$ cat config.mk
export PLATFORM = sky130hd
export DESIGN_NAME = asf_top
export DESIGN_NICKNAME = d
export VERILOG_FILES = /design/src/hw/asf_top.v /design/src/hw/asf_alu.v /design/src/hw/asf_ptr_step.v
export VERILOG_INCLUDE_DIRS = /design/src /design/src/pkg
export SDC_FILE = /design/constraint.sdc
export NUM_CORES = 1
export LEC_CHECK = 0
export BUFFER_PORTS_ARGS = -buffer_cell sky130_fd_sc_hd__buf_2
export CAP_MARGIN = 5
export CORE_MARGIN = 5
export CORE_UTILIZATION = 45
export CTS_CLUSTER_DIAMETER = 200
export DETAILED_ROUTE_END_ITERATION = 7
export PLACE_DENSITY = 0.6
export SLEW_MARGIN = 5
export SYNTH_ARGS = -nofsm -noshare
export SYNTH_HDL_FRONTEND = slang
export SYNTH_HIERARCHICAL = 1
export SYNTH_SLANG_ARGS = --single-unit
$ cat constraint.sdc
create_clock -name clk_in -period 13.2 [get_ports clk_in]
set_input_delay 1.32 -clock clk_in [delete_from_list [all_inputs] [get_ports clk_in]]
set_output_delay 1.32 -clock clk_in [all_outputs]
set_load 0.01 [all_outputs]
$ cat src/pkg/asf_consts.vh
// Constants for the arithmetic status and core status block
`ifndef ASF_CONSTS_VH
`define ASF_CONSTS_VH
`define ASF_ADDR_ARITH      8'h00
// Core status sits at word index 06h; the bus byte address is four times that
`define ASF_IDX_CORE        8'h06
`define ASF_ADDR_CORE       8'h18
`define ASF_ADDR_OP         8'h08
`define ASF_ADDR_RESULT     8'h0C
`define ASF_ADDR_PTR0       8'h10
`define ASF_ADDR_PTR1       8'h14
`define ASF_ADDR_ACCESS     8'h28
`define ASF_ADDR_HWEV       8'h1C
`define ASF_ADDR_IRQ_STAT   8'h20
`define ASF_ADDR_IRQ_MASK   8'h24
`define ASF_ARITH_RESET     8'hF0
`define ASF_CORE_RESET      8'h20
`define ASF_BIT_C           0
`define ASF_BIT_DC          1
`define ASF_BIT_Z           2
`define ASF_BIT_OV          3
`define ASF_CORE_GIE_OFF    4
`define ASF_CORE_STACK      5
`define ASF_CORE_SLEEP      3
`define ASF_CORE_WDT        2
`define ASF_OP_ADD          3'h0
`define ASF_OP_SUB          3'h1
`define ASF_OP_AND          3'h2
`define ASF_OP_OR           3'h3
`define ASF_OP_XOR          3'h4
`define ASF_OP_RLC          3'h5
`define ASF_OP_RRC          3'h6
`define ASF_STEP_DEC        2'h0
`define ASF_STEP_INC        2'h1
`define ASF_RESP_OKAY       2'h0
`define ASF_RESP_SLVERR     2'h2
`endif

$ cat src/hw/asf_top.v
// Arithmetic status and core status registers behind an AXI4-Lite slave
//
// Functional notes
// - Pointer one step: 00 dec, 01 inc, 1x hold
// - Pointer zero step: 00 dec, 01 inc, 1x hold
// - Overflow flag set on signed sign-flip overflow
// - Zero flag reflects result equal to zero
// - Nibble carry from bit three on adds
// - Carry from bit seven on adds
// - Subtract flags: set means no borrow
// - Subtract adds two's complement of operand
// - Rotates load carry with shifted-out bit
// - Core status holds global interrupt disable
// - Core status shows stack, sleep, timeout bits
// - Hardware-owned core bits ignore core status writes; only reset (to 1) and HWEV register writes set them
// - Pointer stepping never touches arithmetic flags
`include "asf_consts.vh"
module asf_top (
  input  wire        clk_in,
  input  wire        rst_n_in,
  input  wire [7:0]  s_axi_awaddr_in,
  input  wire        s_axi_awvalid_in,
  output reg         s_axi_awready_out,
  input  wire [31:0] s_axi_wdata_in,
  input  wire [3:0]  s_axi_wstrb_in,
  input  wire        s_axi_wvalid_in,
  output reg         s_axi_wready_out,
  output reg  [1:0]  s_axi_bresp_out,
  output reg         s_axi_bvalid_out,
  input  wire        s_axi_bready_in,
  input  wire [7:0]  s_axi_araddr_in,
  input  wire        s_axi_arvalid_in,
  output reg         s_axi_arready_out,
  output reg  [31:0] s_axi_rdata_out,
  output reg  [1:0]  s_axi_rresp_out,
  output reg         s_axi_rvalid_out,
  input  wire        s_axi_rready_in,
  output reg         irq_out,
  output reg         global_int_off_out
);
  reg  [7:0] arith_status_reg;
  reg  [7:0] core_status_reg_ctl;
  reg        stack_room_flag;
  reg        sleep_entered_flag;
  reg        watchdog_expired_flag;
  reg  [7:0] op_a;
  reg  [7:0] op_b;
  reg  [2:0] op_code;
  reg  [7:0] alu_result;
  reg  [7:0] indirect_ptr_zero;
  reg  [7:0] indirect_ptr_one;
  reg  [3:0] irq_stat;
  reg  [3:0] irq_mask;
  reg  [7:0] aw_addr;
  reg        aw_held;
  reg  [31:0] w_data;
  reg  [3:0] w_strb;
  reg        w_held;
  wire [7:0] alu_res;
  wire       alu_c;
  wire       alu_dc;
  wire       alu_z;
  wire       alu_ov;
  wire [7:0] ptr0_next;
  wire [7:0] ptr1_next;
  wire [7:0] core_view;
  wire [2:0] alu_op;
  wire [7:0] alu_a;
  wire [7:0] alu_b;
  wire       alu_arith;

  asf_alu u_alu (
    .op_in      (alu_op),
    .a_in       (alu_a),
    .b_in       (alu_b),
    .carry_in   (arith_status_reg[`ASF_BIT_C]),
    .result_out (alu_res),
    .c_out      (alu_c),
    .dc_out     (alu_dc),
    .z_out      (alu_z),
    .ov_out     (alu_ov),
    .arith_out  (alu_arith)
  );

  asf_ptr_step u_step0 (
    .sel_in  (arith_status_reg[5:4]),
    .ptr_in  (indirect_ptr_zero),
    .ptr_out (ptr0_next)
  );

  asf_ptr_step u_step1 (
    .sel_in  (arith_status_reg[7:6]),
    .ptr_in  (indirect_ptr_one),
    .ptr_out (ptr1_next)
  );

  // Hardware bits overlay the software-held control byte
  assign core_view = {core_status_reg_ctl[7:6], stack_room_flag,
                      core_status_reg_ctl[`ASF_CORE_GIE_OFF],
                      sleep_entered_flag, watchdog_expired_flag,
                      core_status_reg_ctl[1:0]};

  wire       do_write = (aw_held || s_axi_awvalid_in) && (w_held || s_axi_wvalid_in)
                        && !s_axi_bvalid_out;
  wire [7:0] wr_addr  = aw_held ? aw_addr : s_axi_awaddr_in;
  wire [31:0] wr_data = w_held ? w_data : s_axi_wdata_in;
  wire [3:0] wr_strb  = w_held ? w_strb : s_axi_wstrb_in;
  wire       wr_lo    = do_write && wr_strb[0];
  wire       do_read  = s_axi_arvalid_in && s_axi_arready_out;

  wire wr_arith  = wr_lo && (wr_addr == `ASF_ADDR_ARITH);
  wire wr_core   = wr_lo && (wr_addr == `ASF_ADDR_CORE);
  wire wr_op     = do_write && (wr_addr == `ASF_ADDR_OP);
  // Operands of an op write feed the ALU in the same edge
  assign alu_op = wr_op ? wr_data[18:16] : op_code;
  assign alu_a  = wr_op ? wr_data[7:0] : op_a;
  assign alu_b  = wr_op ? wr_data[15:8] : op_b;
  wire wr_ptr0   = wr_lo && (wr_addr == `ASF_ADDR_PTR0);
  wire wr_ptr1   = wr_lo && (wr_addr == `ASF_ADDR_PTR1);
  wire wr_access = wr_lo && (wr_addr == `ASF_ADDR_ACCESS);
  wire wr_hwev   = wr_lo && (wr_addr == `ASF_ADDR_HWEV);
  wire wr_istat  = wr_lo && (wr_addr == `ASF_ADDR_IRQ_STAT);
  wire wr_imask  = wr_lo && (wr_addr == `ASF_ADDR_IRQ_MASK);
  wire wr_known  = (wr_addr == `ASF_ADDR_ARITH) || (wr_addr == `ASF_ADDR_CORE) ||
                   (wr_addr == `ASF_ADDR_OP) || (wr_addr == `ASF_ADDR_RESULT) ||
                   (wr_addr == `ASF_ADDR_PTR0) || (wr_addr == `ASF_ADDR_PTR1) ||
                   (wr_addr == `ASF_ADDR_ACCESS) || (wr_addr == `ASF_ADDR_HWEV) ||
                   (wr_addr == `ASF_ADDR_IRQ_STAT) || (wr_addr == `ASF_ADDR_IRQ_MASK);

  // Write channel capture and response
  always @(posedge clk_in or negedge rst_n_in) begin
    if (!rst_n_in) begin
      aw_held           <= 1'b0;
      aw_addr           <= 8'h00;
      w_held            <= 1'b0;
      w_data            <= 32'h00000000;
      w_strb            <= 4'h0;
      s_axi_awready_out <= 1'b1;
      s_axi_wready_out  <= 1'b1;
      s_axi_bvalid_out  <= 1'b0;
      s_axi_bresp_out   <= `ASF_RESP_OKAY;
    end else begin
      if (do_write) begin
        aw_held           <= 1'b0;
        w_held            <= 1'b0;
        s_axi_awready_out <= 1'b0;
        s_axi_wready_out  <= 1'b0;
        s_axi_bvalid_out  <= 1'b1;
        s_axi_bresp_out   <= wr_known ? `ASF_RESP_OKAY : `ASF_RESP_SLVERR;
      end else begin
        if (s_axi_awvalid_in && s_axi_awready_out) begin
          aw_held           <= 1'b1;
          aw_addr           <= s_axi_awaddr_in;
          s_axi_awready_out <= 1'b0;
        end
        if (s_axi_wvalid_in && s_axi_wready_out) begin
          w_held           <= 1'b1;
          w_data           <= s_axi_wdata_in;
          w_strb           <= s_axi_wstrb_in;
          s_axi_wready_out <= 1'b0;
        end
        if (s_axi_bvalid_out && s_axi_bready_in) begin
          s_axi_bvalid_out  <= 1'b0;
          s_axi_awready_out <= 1'b1;
          s_axi_wready_out  <= 1'b1;
        end
      end
    end
  end

  // Register state
  always @(posedge clk_in or negedge rst_n_in) begin
    if (!rst_n_in) begin
      arith_status_reg      <= `ASF_ARITH_RESET;
      core_status_reg_ctl   <= 8'h00;
      stack_room_flag       <= 1'b1;
      sleep_entered_flag    <= 1'b1;
      watchdog_expired_flag <= 1'b1;
      op_a                  <= 8'h00;
      op_b                  <= 8'h00;
      op_code               <= 3'h0;
      alu_result            <= 8'h00;
      indirect_ptr_zero     <= 8'h00;
      indirect_ptr_one      <= 8'h00;
      irq_stat              <= 4'h0;
      irq_mask              <= 4'h0;
      irq_out               <= 1'b0;
      global_int_off_out    <= 1'b0;
    end else begin
      if (wr_arith) begin
        arith_status_reg <= wr_data[7:0];
      end else if (wr_op) begin
        alu_result <= alu_res;
        arith_status_reg[`ASF_BIT_C] <= alu_c;
        arith_status_reg[`ASF_BIT_Z] <= alu_z;
        if (alu_arith) begin
          arith_status_reg[`ASF_BIT_DC] <= alu_dc;
          arith_status_reg[`ASF_BIT_OV] <= alu_ov;
        end
      end
      if (wr_op) begin
        op_a <= wr_data[7:0];
        op_b <= wr_data[15:8];
        op_code <= wr_data[18:16];
      end
      if (wr_core) begin
        // Only the control bits are stored; hardware bits stay
        core_status_reg_ctl <= {wr_data[7:6], 1'b0, wr_data[4], 2'b00, wr_data[1:0]};
      end
      global_int_off_out <= core_status_reg_ctl[`ASF_CORE_GIE_OFF];
      // Pointer step after access; flags untouched
      if (wr_ptr0)
        indirect_ptr_zero <= wr_data[7:0];
      else if (wr_access && wr_data[0])
        indirect_ptr_zero <= ptr0_next;
      if (wr_ptr1)
        indirect_ptr_one <= wr_data[7:0];
      else if (wr_access && wr_data[1])
        indirect_ptr_one <= ptr1_next;
      if (wr_hwev) begin
        stack_room_flag       <= wr_data[0];
        sleep_entered_flag    <= wr_data[1];
        watchdog_expired_flag <= wr_data[2];
      end
      // Events: 0 zero, 1 carry, 2 overflow, 3 stack exhausted; set beats clear
      irq_stat <= (irq_stat & ~(wr_istat ? wr_data[3:0] : 4'h0)) |
                  {wr_hwev && !wr_data[0] && stack_room_flag,
                   wr_op && alu_ov && alu_arith,
                   wr_op && alu_c, wr_op && alu_z};
      if (wr_imask)
        irq_mask <= wr_data[3:0];
      irq_out <= |(irq_stat & irq_mask);
    end
  end

  // Read channel
  always @(posedge clk_in or negedge rst_n_in) begin
    if (!rst_n_in) begin
      s_axi_arready_out <= 1'b1;
      s_axi_rvalid_out  <= 1'b0;
      s_axi_rdata_out   <= 32'h00000000;
      s_axi_rresp_out   <= `ASF_RESP_OKAY;
    end else begin
      if (do_read) begin
        s_axi_arready_out <= 1'b0;
        s_axi_rvalid_out  <= 1'b1;
        s_axi_rresp_out   <= `ASF_RESP_OKAY;
        case (s_axi_araddr_in)
          `ASF_ADDR_ARITH:    s_axi_rdata_out <= {24'h000000, arith_status_reg};
          `ASF_ADDR_CORE:     s_axi_rdata_out <= {24'h000000, core_view};
          `ASF_ADDR_OP:       s_axi_rdata_out <= {13'h0000, op_code, op_b, op_a};
          `ASF_ADDR_RESULT:   s_axi_rdata_out <= {24'h000000, alu_result};
          `ASF_ADDR_PTR0:     s_axi_rdata_out <= {24'h000000, indirect_ptr_zero};
          `ASF_ADDR_PTR1:     s_axi_rdata_out <= {24'h000000, indirect_ptr_one};
          `ASF_ADDR_ACCESS:   s_axi_rdata_out <= 32'h00000000;
          `ASF_ADDR_HWEV:     s_axi_rdata_out <= {29'h00000000, watchdog_expired_flag,
                                                  sleep_entered_flag, stack_room_flag};
          `ASF_ADDR_IRQ_STAT: s_axi_rdata_out <= {28'h0000000, irq_stat};
          `ASF_ADDR_IRQ_MASK: s_axi_rdata_out <= {28'h0000000, irq_mask};
          default: begin
            s_axi_rdata_out <= 32'h00000000;
            s_axi_rresp_out <= `ASF_RESP_SLVERR;
          end
        endcase
      end else if (s_axi_rvalid_out && s_axi_rready_in) begin
        s_axi_rvalid_out  <= 1'b0;
        s_axi_arready_out <= 1'b1;
      end
    end
  end
endmodule

$ cat src/hw/asf_alu.v
// Combinational 8-bit ALU with status flag generation
`include "asf_consts.vh"
module asf_alu (
  input  wire [2:0] op_in,
  input  wire [7:0] a_in,
  input  wire [7:0] b_in,
  input  wire       carry_in,
  output reg  [7:0] result_out,
  output reg        c_out,
  output reg        dc_out,
  output reg        z_out,
  output reg        ov_out,
  output reg        arith_out
);
  reg [8:0] sum;
  reg [4:0] nib;
  reg [7:0] b_eff;
  always @* begin
    sum        = 9'h000;
    nib        = 5'h00;
    b_eff      = b_in;
    result_out = 8'h00;
    c_out      = carry_in;
    dc_out     = 1'b0;
    ov_out     = 1'b0;
    arith_out  = 1'b0;
    case (op_in)
      `ASF_OP_ADD, `ASF_OP_SUB: begin
        // Subtract adds the inverse plus one; carry set means no borrow
        b_eff = (op_in == `ASF_OP_SUB) ? ~b_in : b_in;
        sum   = {1'b0, a_in} + {1'b0, b_eff} + {8'h00, (op_in == `ASF_OP_SUB)};
        nib   = {1'b0, a_in[3:0]} + {1'b0, b_eff[3:0]} + {4'h0, (op_in == `ASF_OP_SUB)};
        result_out = sum[7:0];
        c_out      = sum[8];
        dc_out     = nib[4];
        ov_out     = (a_in[7] == b_eff[7]) && (sum[7] != a_in[7]);
        arith_out  = 1'b1;
      end
      `ASF_OP_AND: result_out = a_in & b_in;
      `ASF_OP_OR:  result_out = a_in | b_in;
      `ASF_OP_XOR: result_out = a_in ^ b_in;
      `ASF_OP_RLC: begin
        result_out = {a_in[6:0], carry_in};
        c_out      = a_in[7];
      end
      `ASF_OP_RRC: begin
        result_out = {carry_in, a_in[7:1]};
        c_out      = a_in[0];
      end
      default: result_out = a_in;
    endcase
    z_out = (result_out == 8'h00);
  end
endmodule

$ cat src/hw/asf_ptr_step.v
// Post-access step of one indirect address pointer
`include "asf_consts.vh"
module asf_ptr_step (
  input  wire [1:0] sel_in,
  input  wire [7:0] ptr_in,
  output reg  [7:0] ptr_out
);
  always @* begin
    case (sel_in)
      `ASF_STEP_DEC: ptr_out = ptr_in - 8'h01;
      `ASF_STEP_INC: ptr_out = ptr_in + 8'h01;
      default:       ptr_out = ptr_in;
    endcase
  end
endmodule

After elaboration in Yosys (flattened, before gate mapping)
Cells that the tools add are included.

Flip-flop bits (word level): 140.

Add/sub/neg operators: 8. Equal/unequal tests: 28. Bitwise gates (word level): 10. Muxes and demuxes: 42. Reductions and logical operators: 66.

Operators by type and width (number): $pmux 19 s9 (1); $eq 8x5->1 const B (8); $mux 8 (8); $eq 8x6->1 const B (6); $pmux 8 s6 (1); $eq 8x4->1 const B (4); $pmux 8 s2 (2); $logic_and 1x1->1 (26); $logic_not 8->1 (3); $mux 1 (22); $mux 19 (1); $add 8x1->8 const B (2); $reduce_bool 2->1 (8); $sub 8x1->8 const B (2); $mux 4 (3); $reduce_and 2->1 (6); $reduce_bool 3->1 (4); $logic_or 1x1->1 (11); $reduce_or 10->1 (1); $add 8x8->9 (1); $add 9x1->9 (1); $eq 3x3->1 const B (3); $and 4x4->4 (2); $and 8x8->8 (1); 21 further kinds (27).

Depth between registers and ports, before layout
Gate-level depths: netlist (run 1).

Depth after elaboration: 15. Gate-level depth with buffers: 25. Gate-level depth less buffers: 20.

Modules after synthesis
The synthesis (run 1) kept the hierarchy.

Modules (own cells, without submodules): asf_top (cells each 587, instances 1, area an instance 6115.9 µm², sequential area each 3140.5 µm²); asf_alu (cells each 179, instances 1, area an instance 1323.8 µm², sequential area each 0.0 µm²); asf_ptr_step (cells each 55, instances 2, area an instance 411.6 µm², sequential area each 0.0 µm²).

Least setup slack after synthesis (run 1)
Ideal clock, no wire load.

Path kind: input to register. From: in s_axi_awaddr_in[0]. To: reg arith_status_reg[2]. Buffers on the path: 5. Data required time: 13.133 ns. Arrival time: 6.062 ns. Stages: 20. Path slack: 7.071 ns. Path through: nor3_1 -> o211ai_1 -> or3_1 -> clkbuf_1 -> clkbuf_1 -> o21ai_0 -> buf_2 -> buf_2 -> buf_2 -> nand2_1 -> xnor2_1 -> inv_1 -> fa_1 -> nor2b_1 -> o21ai_0 -> and4_1 -> or4_1 -> or4_1 -> nor4_2 -> a221o_1.

Longest elaborated chain between the ends: 12.

RTL lines: from (decl) (RTL line asf_top.v:21) `input wire [7:0] s_axi_awaddr_in,`; $mux 8 * (RTL line asf_top.v:105) `wire [7:0] wr_addr = aw_held ? aw_addr : s_axi_awaddr_in;`; $eq 8x4->1 (no line) *; $logic_and 1x1->1 * (RTL line asf_top.v:113) `` wire wr_op = do_write && (wr_addr == `ASF_ADDR_OP); ``; $mux 3 *; via alu_op[0] (RTL line asf_top.v:67) `wire [2:0] alu_op;`; $eq 3x1->1 (RTL line asf_alu.v:27) `case (op_in)`; $mux 8 (RTL line asf_alu.v:30) `` b_eff = (op_in == `ASF_OP_SUB) ? ~b_in : b_in; ``; $add 8x8->9 (RTL line asf_alu.v:31) `` sum = {1'b0, a_in} + {1'b0, b_eff} + {8'h00, (op_in == `ASF_OP_SUB)}; ``; $add 9x1->9 (RTL line asf_alu.v:31); $pmux 8 s6 * (RTL line asf_alu.v:27); $logic_not 8->1 * (RTL line asf_alu.v:52) `z_out = (result_out == 8'h00);`; via alu_z (RTL line asf_top.v:62) `wire alu_z;`; $mux 4 * (RTL line asf_top.v:192) `end else if (wr_op) begin`; $mux 4 * (RTL line asf_top.v:190) `if (wr_arith) begin`; to (signal assigned) (RTL line asf_top.v:191) `arith_status_reg <= wr_data[7:0];`; to (signal, indexed assignment) (RTL line asf_top.v:194) `` arith_status_reg[`ASF_BIT_C] <= alu_c; ``; to (signal, indexed assignment) (RTL line asf_top.v:195) `` arith_status_reg[`ASF_BIT_Z] <= alu_z; ``; to (decl) (RTL line asf_top.v:41) `reg [7:0] arith_status_reg;`.

The timed path passes the listed nets; every way through them passes the cells marked *. The select of a mux whose other input is x is not followed. A chain may end at the register's enable or synchronous reset.

Final worst setup path (run 1)
From: in s_axi_awaddr_in[4]. To: reg arith_status_reg[2].

The elaborated chain is that of the path after synthesis.

==> results.txt, run 1 <==
* Post-detailed-route wirelength per cell: 18.3 um
- Min-delay src: core_status_reg_ctl[4]$_DFFE_PN0P_
- The worst hold path passes through 0 cells.
* Critical Path Source Type: primary input
* Die Span X: 146 um
* Number of violations of the max-capacitance limit: 0
* Routability congestion estimate: 0.894
- Initial antenna violation count: 0
* Kind of cell adding the most delay to the critical path: simple AND/OR/NAND/NOR gates
* Overall routed net length: ~22,000 um
- Endpoint type of the worst setup path: flip-flop
* Most numerous cell in the Yosys netlist: dfrtp_1
* GR met1 Demand/Resource: 29.0%
* Endpoint required time on the critical path: ~14 ns
- The clock drives about 130 sinks.
* Total setup buffers inserted after CTS: 0
- The largest single stage delay on the critical path is 0.46 ns.
- Power share of the clock group: roughly 27%
* Clk Tree Root Cell: clkbuf_16
- Mean number of vias per cell: about 5.7
- Number of inserted diodes: 0
- P_leak: 4.20 nW
- In this run the critical register-to-register path is captured at arith_status_reg[2]$_DFFE_PN0P_.
- Detailed-placement wirelength estimate: about 16,000 um
* Maximum achievable frequency: roughly 0.15 GHz
* Level count of the clock H-tree: 4
- Data arrival time at the worst-slack endpoint: 7.01 ns
- In this run the power density over the cells is 189 nW/um^2.
- No sink is reached through more buffers than the 2 on the longest clock path.
* Sequential share of power: about a third
- The worst register-to-register path begins at aw_held$_DFFE_PN0P_.
* Worst voltage drop across the vdd grid: approximately 0.097 mV
- Status: complete, no violations
* Crit Path Max Fanout: 50
* Filler Cell Count: about 1,700
- Global routing used between 20 and 25% of the available tracks across all layers.
- Clock insertion delay at the later pin of the skew report: approximately 0.42 ns
- Summing every instance area after synthesis gives 8260 um^2.
- The Yosys step of the flow raised 6 warnings.
- The post-route netlist has a little over a fifth of its cells at a drive strength greater than 1.
- Across the whole layout, storage elements account for roughly 3100 um^2.
* Setup total negative slack: 0 ns
* Fin crit share: 50.4%
* Final Critical Period: 6.66 ns
- Number of primary I/O pins: ~100
* Number of search-and-repair iterations in the first detailed-routing pass: 5
- The first global-routing pass estimated between 30,000 and 40,000 um of wire.
- The critical path goes through buf_2 -> nor4_1 -> o21ai_0 -> or3_1 -> buf_4 -> nand2_1 -> o21ai_1 -> buf_4 -> or2_1 -> inv_2 -> nand2_1 -> xnor2_1 -> inv_1 -> fa_1 -> nor2b_1 -> o21ai_0 -> and4_1 -> or4_1 -> or4_1 -> nor4_2 -> a221o_1.
* Proportion of synthesized flip-flops having asynchronous set or reset: between 90% and 100%
- The commonest cells after synthesis are dfrtp_1, nand2_1, o21ai_0.
- In this run, post-CTS repair resized a total of 0 instances.
- At the pin with the least slew margin, the transition time is between 1 and 1.5 ns.
* Proportion of total power due to net switching: approximately 37%
- For hold timing, the worst endpoint is global_int_off_out$_DFF_PN0_.
* Met3 capacity usage during global routing: ~3.8%
* Switching power total: 0.000656 W
- Average size of a mapped cell: approximately 9.4 um^2
- Global routing consumed, on the met2 layer, a little under a third of the routing resources.
* Core occupancy in the finished layout: between 50% and 60%
- In this run, the number of DRC markers left after iteration 0 of detailed routing was ~450.
- Global-route layer with the greatest usage: met2
- Overflow left after global routing: 0
- Die height: 146 um
- After clock tree synthesis, the clock-pin slew on the worst setup and hold paths is 0.05 ns.
* Pin count of the biggest net entering global routing: 65
* Post-synth cell types: 84
- For this run, the leading register cell type out of synthesis is dfrtp_1.
* Flop-to-flop setup slack: approximately 6.8 ns
- Regs by FF count: s_axi_rdata_out: 19 flops, w_data: 19 flops
- Total internal power: about 0.0011 W
- Post-route DRC: 0
* Max transition margin: 18.6%
* Number of global-route vias before repair: 6,405
- Count of flip-flops with a built-in enable after synthesis: 0
- Area added between synthesis and finish: 14.4%
* Worst clock skew: roughly 0.011 ns
- The die covers 21,200 um^2.
- After the last flow step, the layout net total stands at between 1,000 and 1,500.
* Crit-path slowest cell: nor4_1
- Final Setup Violations: 0
- The initial utilization of the core area, before any placement, comes to a little under half.
- The count of buffers added on input and output ports is 70.
* Placeable core region: ~18,000 um^2
- Summing the sequential cell areas from Yosys gives a little under two fifths of the chip area.
* Number of slew-limit violations in the final report: 0
- Largest area contributor in the synthesized netlist: dfrtp_1
- For the worst flop-to-flop path, the logic depth is 20.
* Number of buffers and inverters on the critical path: 5
* Proportion of netlist area held by the largest area contributor: a little over a third
* Worst min-delay path class: reg -> reg
- Total via count after detailed routing: between 6,000 and 7,000
- Clock buffer count from CTS: 17
- RSZ-0062 raised after global routing: false
- Area of the multi-input gates: 4760 um^2
- The final hold violation count came to 0.
- Total of hold buffers inserted after clock tree synthesis: 0
* Synthesis-stage register bit count: 125
- Number of instances in the synthesized netlist: just under 900
- Logic gate share of total power: 40.5%
- By area the synthesized netlist is led by dfrtp_1, mux2i_1, mux2_2.
- Post-DRT Antenna Nets: 0
* Startpoint-to-endpoint class of the critical path: in -> reg
- TritonCTS built the clock tree.
- Std-Cell Rows: slightly below 50
-- layer usage --
metal / share of wire (%) / wire length, um / vias up
li1: - / - / 3286
met1: 47 / 10200 / 3205
met2: 44 / 9610 / 216
met3: 5.5 / 1200 / 32
met4: 2.7 / 585 / 0
met5: 0 / 0 / -
-- how the worst max path moves through the flow --
stage	startpoint	to	slack, ns	cells after the start
2_1_floorplan	s_axi_awaddr_in[0]	arith_status_reg[2]$_DFFE_PN0P_	7.07	20
3_3_place_gp	s_axi_awaddr_in[0]	arith_status_reg[2]$_DFFE_PN0P_	6.19	21
3_5_place_dp	s_axi_awaddr_in[4]	arith_status_reg[2]$_DFFE_PN0P_	6.17	21
4_1_cts	s_axi_awaddr_in[4]	arith_status_reg[2]$_DFFE_PN0P_	6.59	21
5_1_grt	s_axi_awaddr_in[4]	arith_status_reg[2]$_DFFE_PN0P_	6.06	21
6_report	s_axi_awaddr_in[4]	arith_status_reg[2]$_DFFE_PN0P_	6.54	21
-- power by group through the flow --
stage               Clock (W)  Combinational (W)  Sequential, W
global placement            0           0.000715       0.000575
global route         0.000521           0.000805       0.000589
CTS                  0.000503           0.000727       0.000573
detailed placement          0           0.000720       0.000579
floorplan                   0           0.000559       0.000547
finish               0.000491           0.000726       0.000574
-- cells by family after synthesis --
logic type      Yosys count  share of synthesized area [%]
flops                   125                           38.0
simple gates            265                           16.5
fa+ha+maj                43                           6.78
compound gates          215                           16.9
other cells               1                         0.0454
xor+xnor                 22                           2.33
buf+inv                  97                           5.56
mux                     108                           13.9
-- placed cells by master (no fill, tap or decap), types with 7 or more instances in the layout --
| cell type | count |
|---|---|
| dfrtp_1 | 115 |
| nand2_1 | 113 |
| buf_2 | 69 |
| o21ai_0 | 64 |
| mux2i_1 | 60 |
| mux2_2 | 47 |
| a21oi_1 | 43 |
| ha_1 | 40 |
| nor2_1 | 35 |
| inv_1 | 32 |
| buf_4 | 20 |
| a22oi_1 | 18 |
| xnor2_1 | 17 |
| clkbuf_16 | 17 |
| nand3_1 | 16 |
| nor3_1 | 15 |
| conb_1 | 15 |
| and3_1 | 12 |
| o22ai_1 | 10 |
| dfstp_2 | 10 |
| a31oi_1 | 9 |
| a211oi_1 | 8 |
| nor2b_1 | 7 |
| o211ai_1 | 7 |
-- final cells by class --
| cell class | instances | area share [%] |
|---|---|---|
| clock buffers | 23 | 5.27 |
| repair buffers | 90 | 5.36 |
| flip-flops and latches | 125 | 33.2 |
| multi-input cells | 668 | 50.3 |
| inverters | 35 | 1.39 |
| clock inverters | 9 | 1.39 |
| well taps | 229 | 3.03 |
-- per-stage QoR --
stage / power [W] / hold slack (ns) / setup WS, ns / cells / area [um^2]
floorplan: 0.00111 / 0.374 / 7.07 / 890 / 8320
global placement: 0.00129 / 0.399 / 6.19 / 1147 / 8820
detailed placement: 0.00130 / 0.406 / 6.17 / 1147 / 8820
CTS: 0.00180 / 0.419 / 6.59 / 1179 / 9450
global route: 0.00191 / 0.426 / 6.06 / 1179 / 9450
finish: 0.00179 / 0.413 / 6.54 / 1179 / 9450
No activity file was read; power rests on OpenSTA's default activity.
==> run 2, diff against run 1 <==
==> constraint.sdc (replaced) <==
create_clock -name clk_in -period 6.3 [get_ports clk_in]
set_input_delay 0.63 -clock clk_in [delete_from_list [all_inputs] [get_ports clk_in]]
set_output_delay 0.63 -clock clk_in [all_outputs]
set_load 0.01 [all_outputs]
==> results.txt, run 2 (synthesized netlist as in run 1, its figures left out) <==
- Setup total negative slack: 0 ns (unchanged)
- Post-route DRC: 0 (unchanged)
- The vertical die dimension came to 146 um (unchanged).
* Total setup buffers inserted after CTS: 0 (unchanged)
* Clk Tree Root Cell: clkbuf_16
- The I/O pin total is 102 (unchanged).
- The wire length on met2 came to 9620 um (about the same).
- The min-delay analysis places its worst path in the category in -> async.
- Signal routing reaches up to met4.
* Worst reg2reg path endpoint: arith_status_reg[2]$_DFFE_PN0P_
* Number of violations of the max-capacitance limit: 0 (unchanged)
- The share of cells above drive strength 1 was 22.3% (+0.41 points).
- The flow ran to the end, and the final reports show no timing, DRC or antenna violations.
- Total via count after detailed routing: 6,828 (+1.3%)
- Initial cell density of the core: 45.8% (unchanged)
- The number of H-tree levels is 4 (unchanged).
* Initial antenna violation count: 0 (unchanged)
- Critical Path Source Type: flip-flop
* Worst clock skew: 0.0136 ns (+0.00295 ns)
- Worst voltage drop across the vdd grid: 0.218 mV (+120%)
- Final Critical Period: roughly 5.9 ns
- The row count came to 49 (unchanged).
- Post-detailed-route wirelength per cell: 18.6 um (+1.8%)
* Total of hold buffers inserted after clock tree synthesis: 0 (unchanged)
- The worst-case headroom to the max-slew limit was 26.6% (+8.0 points).
- The final weighted congestion in routability-driven placement is 0.914 (+2.2%).
- Startpoint-to-endpoint class of the critical path: reg -> reg
* Regs by FF count: s_axi_rdata_out: 19 flops, w_data: 19 flops
- P_leak: 4.23 nW (+0.69%)
- The final critical path takes up between 90% and 100% of the cycle.
- Clock buffer count from CTS: 17 (unchanged)
- The hold slack was 0.169 ns (-0.244 ns).
* Flop-to-flop setup slack: 0.43 ns (-6.33 ns)
- Met3 Routed Length: 1280 um (+6.8%)
- Most common library cell in the layout ignoring fill and taps: dfrtp_1
- Area added between synthesis and finish: 14.9%
- The largest net degree at the start of global routing was 73 (+12%).
- Overflow left after global routing: 0 (unchanged)
- The required time of the critical path is 6.66 ns (-6.89 ns).
* Number of buffers added on ports: 70 (unchanged)
- The final wirelength is 22,100 um (+2.2%).
- Number of search-and-repair iterations in the first detailed-routing pass: 8 (+3)
* Die area: 21,200 um^2 (unchanged)
- STA classifies the critical path endpoint as a flip-flop.
* Post-DRT Antenna Nets: 0 (unchanged)
* Worst flop-to-flop path startpoint: aw_held$_DFFE_PN0P_
- The post-cts gate resize count came to 0 (unchanged).
- Maximum achievable frequency: between 0.15 and 0.2 GHz
- The routed metal-1 wire length came to 10,400 um (+1.8%).
- The total power was 0.00378 W (+110%).
- The power density normalized to cell area is 398 nW/um^2 (+110%).
- TritonCTS built the clock tree.
- Number of clock sinks: 125 (unchanged)
- The post-layout net count came to 1,044 (+0.48%).
- The critical path arrival was 6.23 ns (-0.78 ns).
- Commonest cells after routing, fill and taps aside: dfrtp_1, nand2_1, buf_2
- The maximum buffer depth of the clock tree came to 2 (unchanged).
- Global-route usage over all layers: 21.0% (+0.61 points)
* Clock-pin slew on the worst setup and hold paths: 0.06 ns (about the same)
- The biggest fanout along the worst timing path is 21 (-58%).
- The post-detailed-route via-to-cell ratio came to 5.77 (+0.89%).
- Placeable core region: 18,000 um^2 (unchanged)
* Worst-Margin Slew: 1.09 ns (-0.119 ns)
- The sum of net half-perimeters after detailed placement came to 16,100 um (+2.3%).
- Clock insertion delay at the later pin of the skew report: 0.43 ns (about the same)
* Die Span X: 146 um (unchanged)
* Filler Cell Count: 1,694 (-0.59%)
- Starting DRC count in detailed routing: 584 (+29%)
* Final Setup Violations: 0 (unchanged)
- Count of cells along the worst register-to-register path: 18 (-10%)
- The final hold violation count came to 0 (unchanged).
* Number of global-route vias before repair: 6,533 (+2.0%)
* RSZ-0062 raised after global routing: false
* Global-route wire length before repair: 36,100 um (+2.9%)
- Number of slew-limit violations in the final report: 0 (unchanged)
- Number of inserted diodes: 0 (unchanged)
==> run 2: cell type report <==
class / count / area (um^2) / area share [%]
Clock buffer: 23 / 498 / 5.25
Inverter: 35 / 131 / 1.38
Sequential cell: 125 / 3140 / 33.1
Timing Repair Buffer: 95 / 544 / 5.73
Clock inverter: 9 / 133 / 1.40
Tap cell: 229 / 287 / 3.02
Multi-Input combinational cell: 668 / 4760 / 50.1
==> run 2: critical path, stage by stage, from the launching register on <==
cell,delay [ns]
dfrtp_1,0.76
nor3b_1,0.40
o211ai_1,0.32
or3_1,0.61
nand2_1,0.12
o21ai_1,0.09
or2_1,0.27
inv_2,0.18
nand2_1,0.31
xnor2_1,0.31
inv_1,0.09
fa_1,0.43
nor2b_1,0.17
o21ai_0,0.14
and4_1,0.24
or4_1,0.47
or4_1,0.43
nor4_2,0.24
a221o_1,0.21
==> run 2: power by group <==
group	leakage, nW	switching [W]	total [W]	internal (W)
combinational	2.33	0.000837	0.00154	0.000699
sequential	1.60	0.000189	0.00120	0.00101
clock	0.305	0.000366	0.00104	0.000674
==> run 2: how the worst max path moves through the flow <==
stage	from	endpoint	slack, ns	cells past startpoint
2_1_floorplan	s_axi_awaddr_in[0]	arith_status_reg[2]$_DFFE_PN0P_	0.86	20
4_1_cts	aw_held$_DFFE_PN0P_	arith_status_reg[2]$_DFFE_PN0P_	0.42	18
6_report	aw_held$_DFFE_PN0P_	arith_status_reg[2]$_DFFE_PN0P_	0.43	18
3_3_place_gp	aw_held$_DFFE_PN0P_	arith_status_reg[2]$_DFFE_PN0P_	0.55	18
3_5_place_dp	aw_held$_DFFE_PN0P_	arith_status_reg[2]$_DFFE_PN0P_	0.46	18
5_1_grt	aw_held$_DFFE_PN0P_	arith_status_reg[2]$_DFFE_PN0P_	0.001	18
==> run 2: through the flow <==
step | instances | util (%) | instance area [um^2] | setup slack (ns)
2_1_floorplan | 890 | - | 8320 | 0.861
4_1_cts | 1184 | 52.7 | 9490 | 0.419
3_3_place_gp | 1152 | 49.2 | 8860 | 0.549
3_5_place_dp | 1152 | 49.2 | 8860 | 0.464
6_report | 1184 | 52.7 | 9490 | 0.426
5_1_grt | 1184 | 52.7 | 9490 | 0.00106
==> run 2: per-layer routing <==
layer | vias to the layer above | GRT usage [%]
met1 | 3273 | 30.3
li1 | 3293 | -
met3 | 50 | 3.80
met5 | - | 0
met4 | 0 | 8.54
met2 | 212 | 31.1
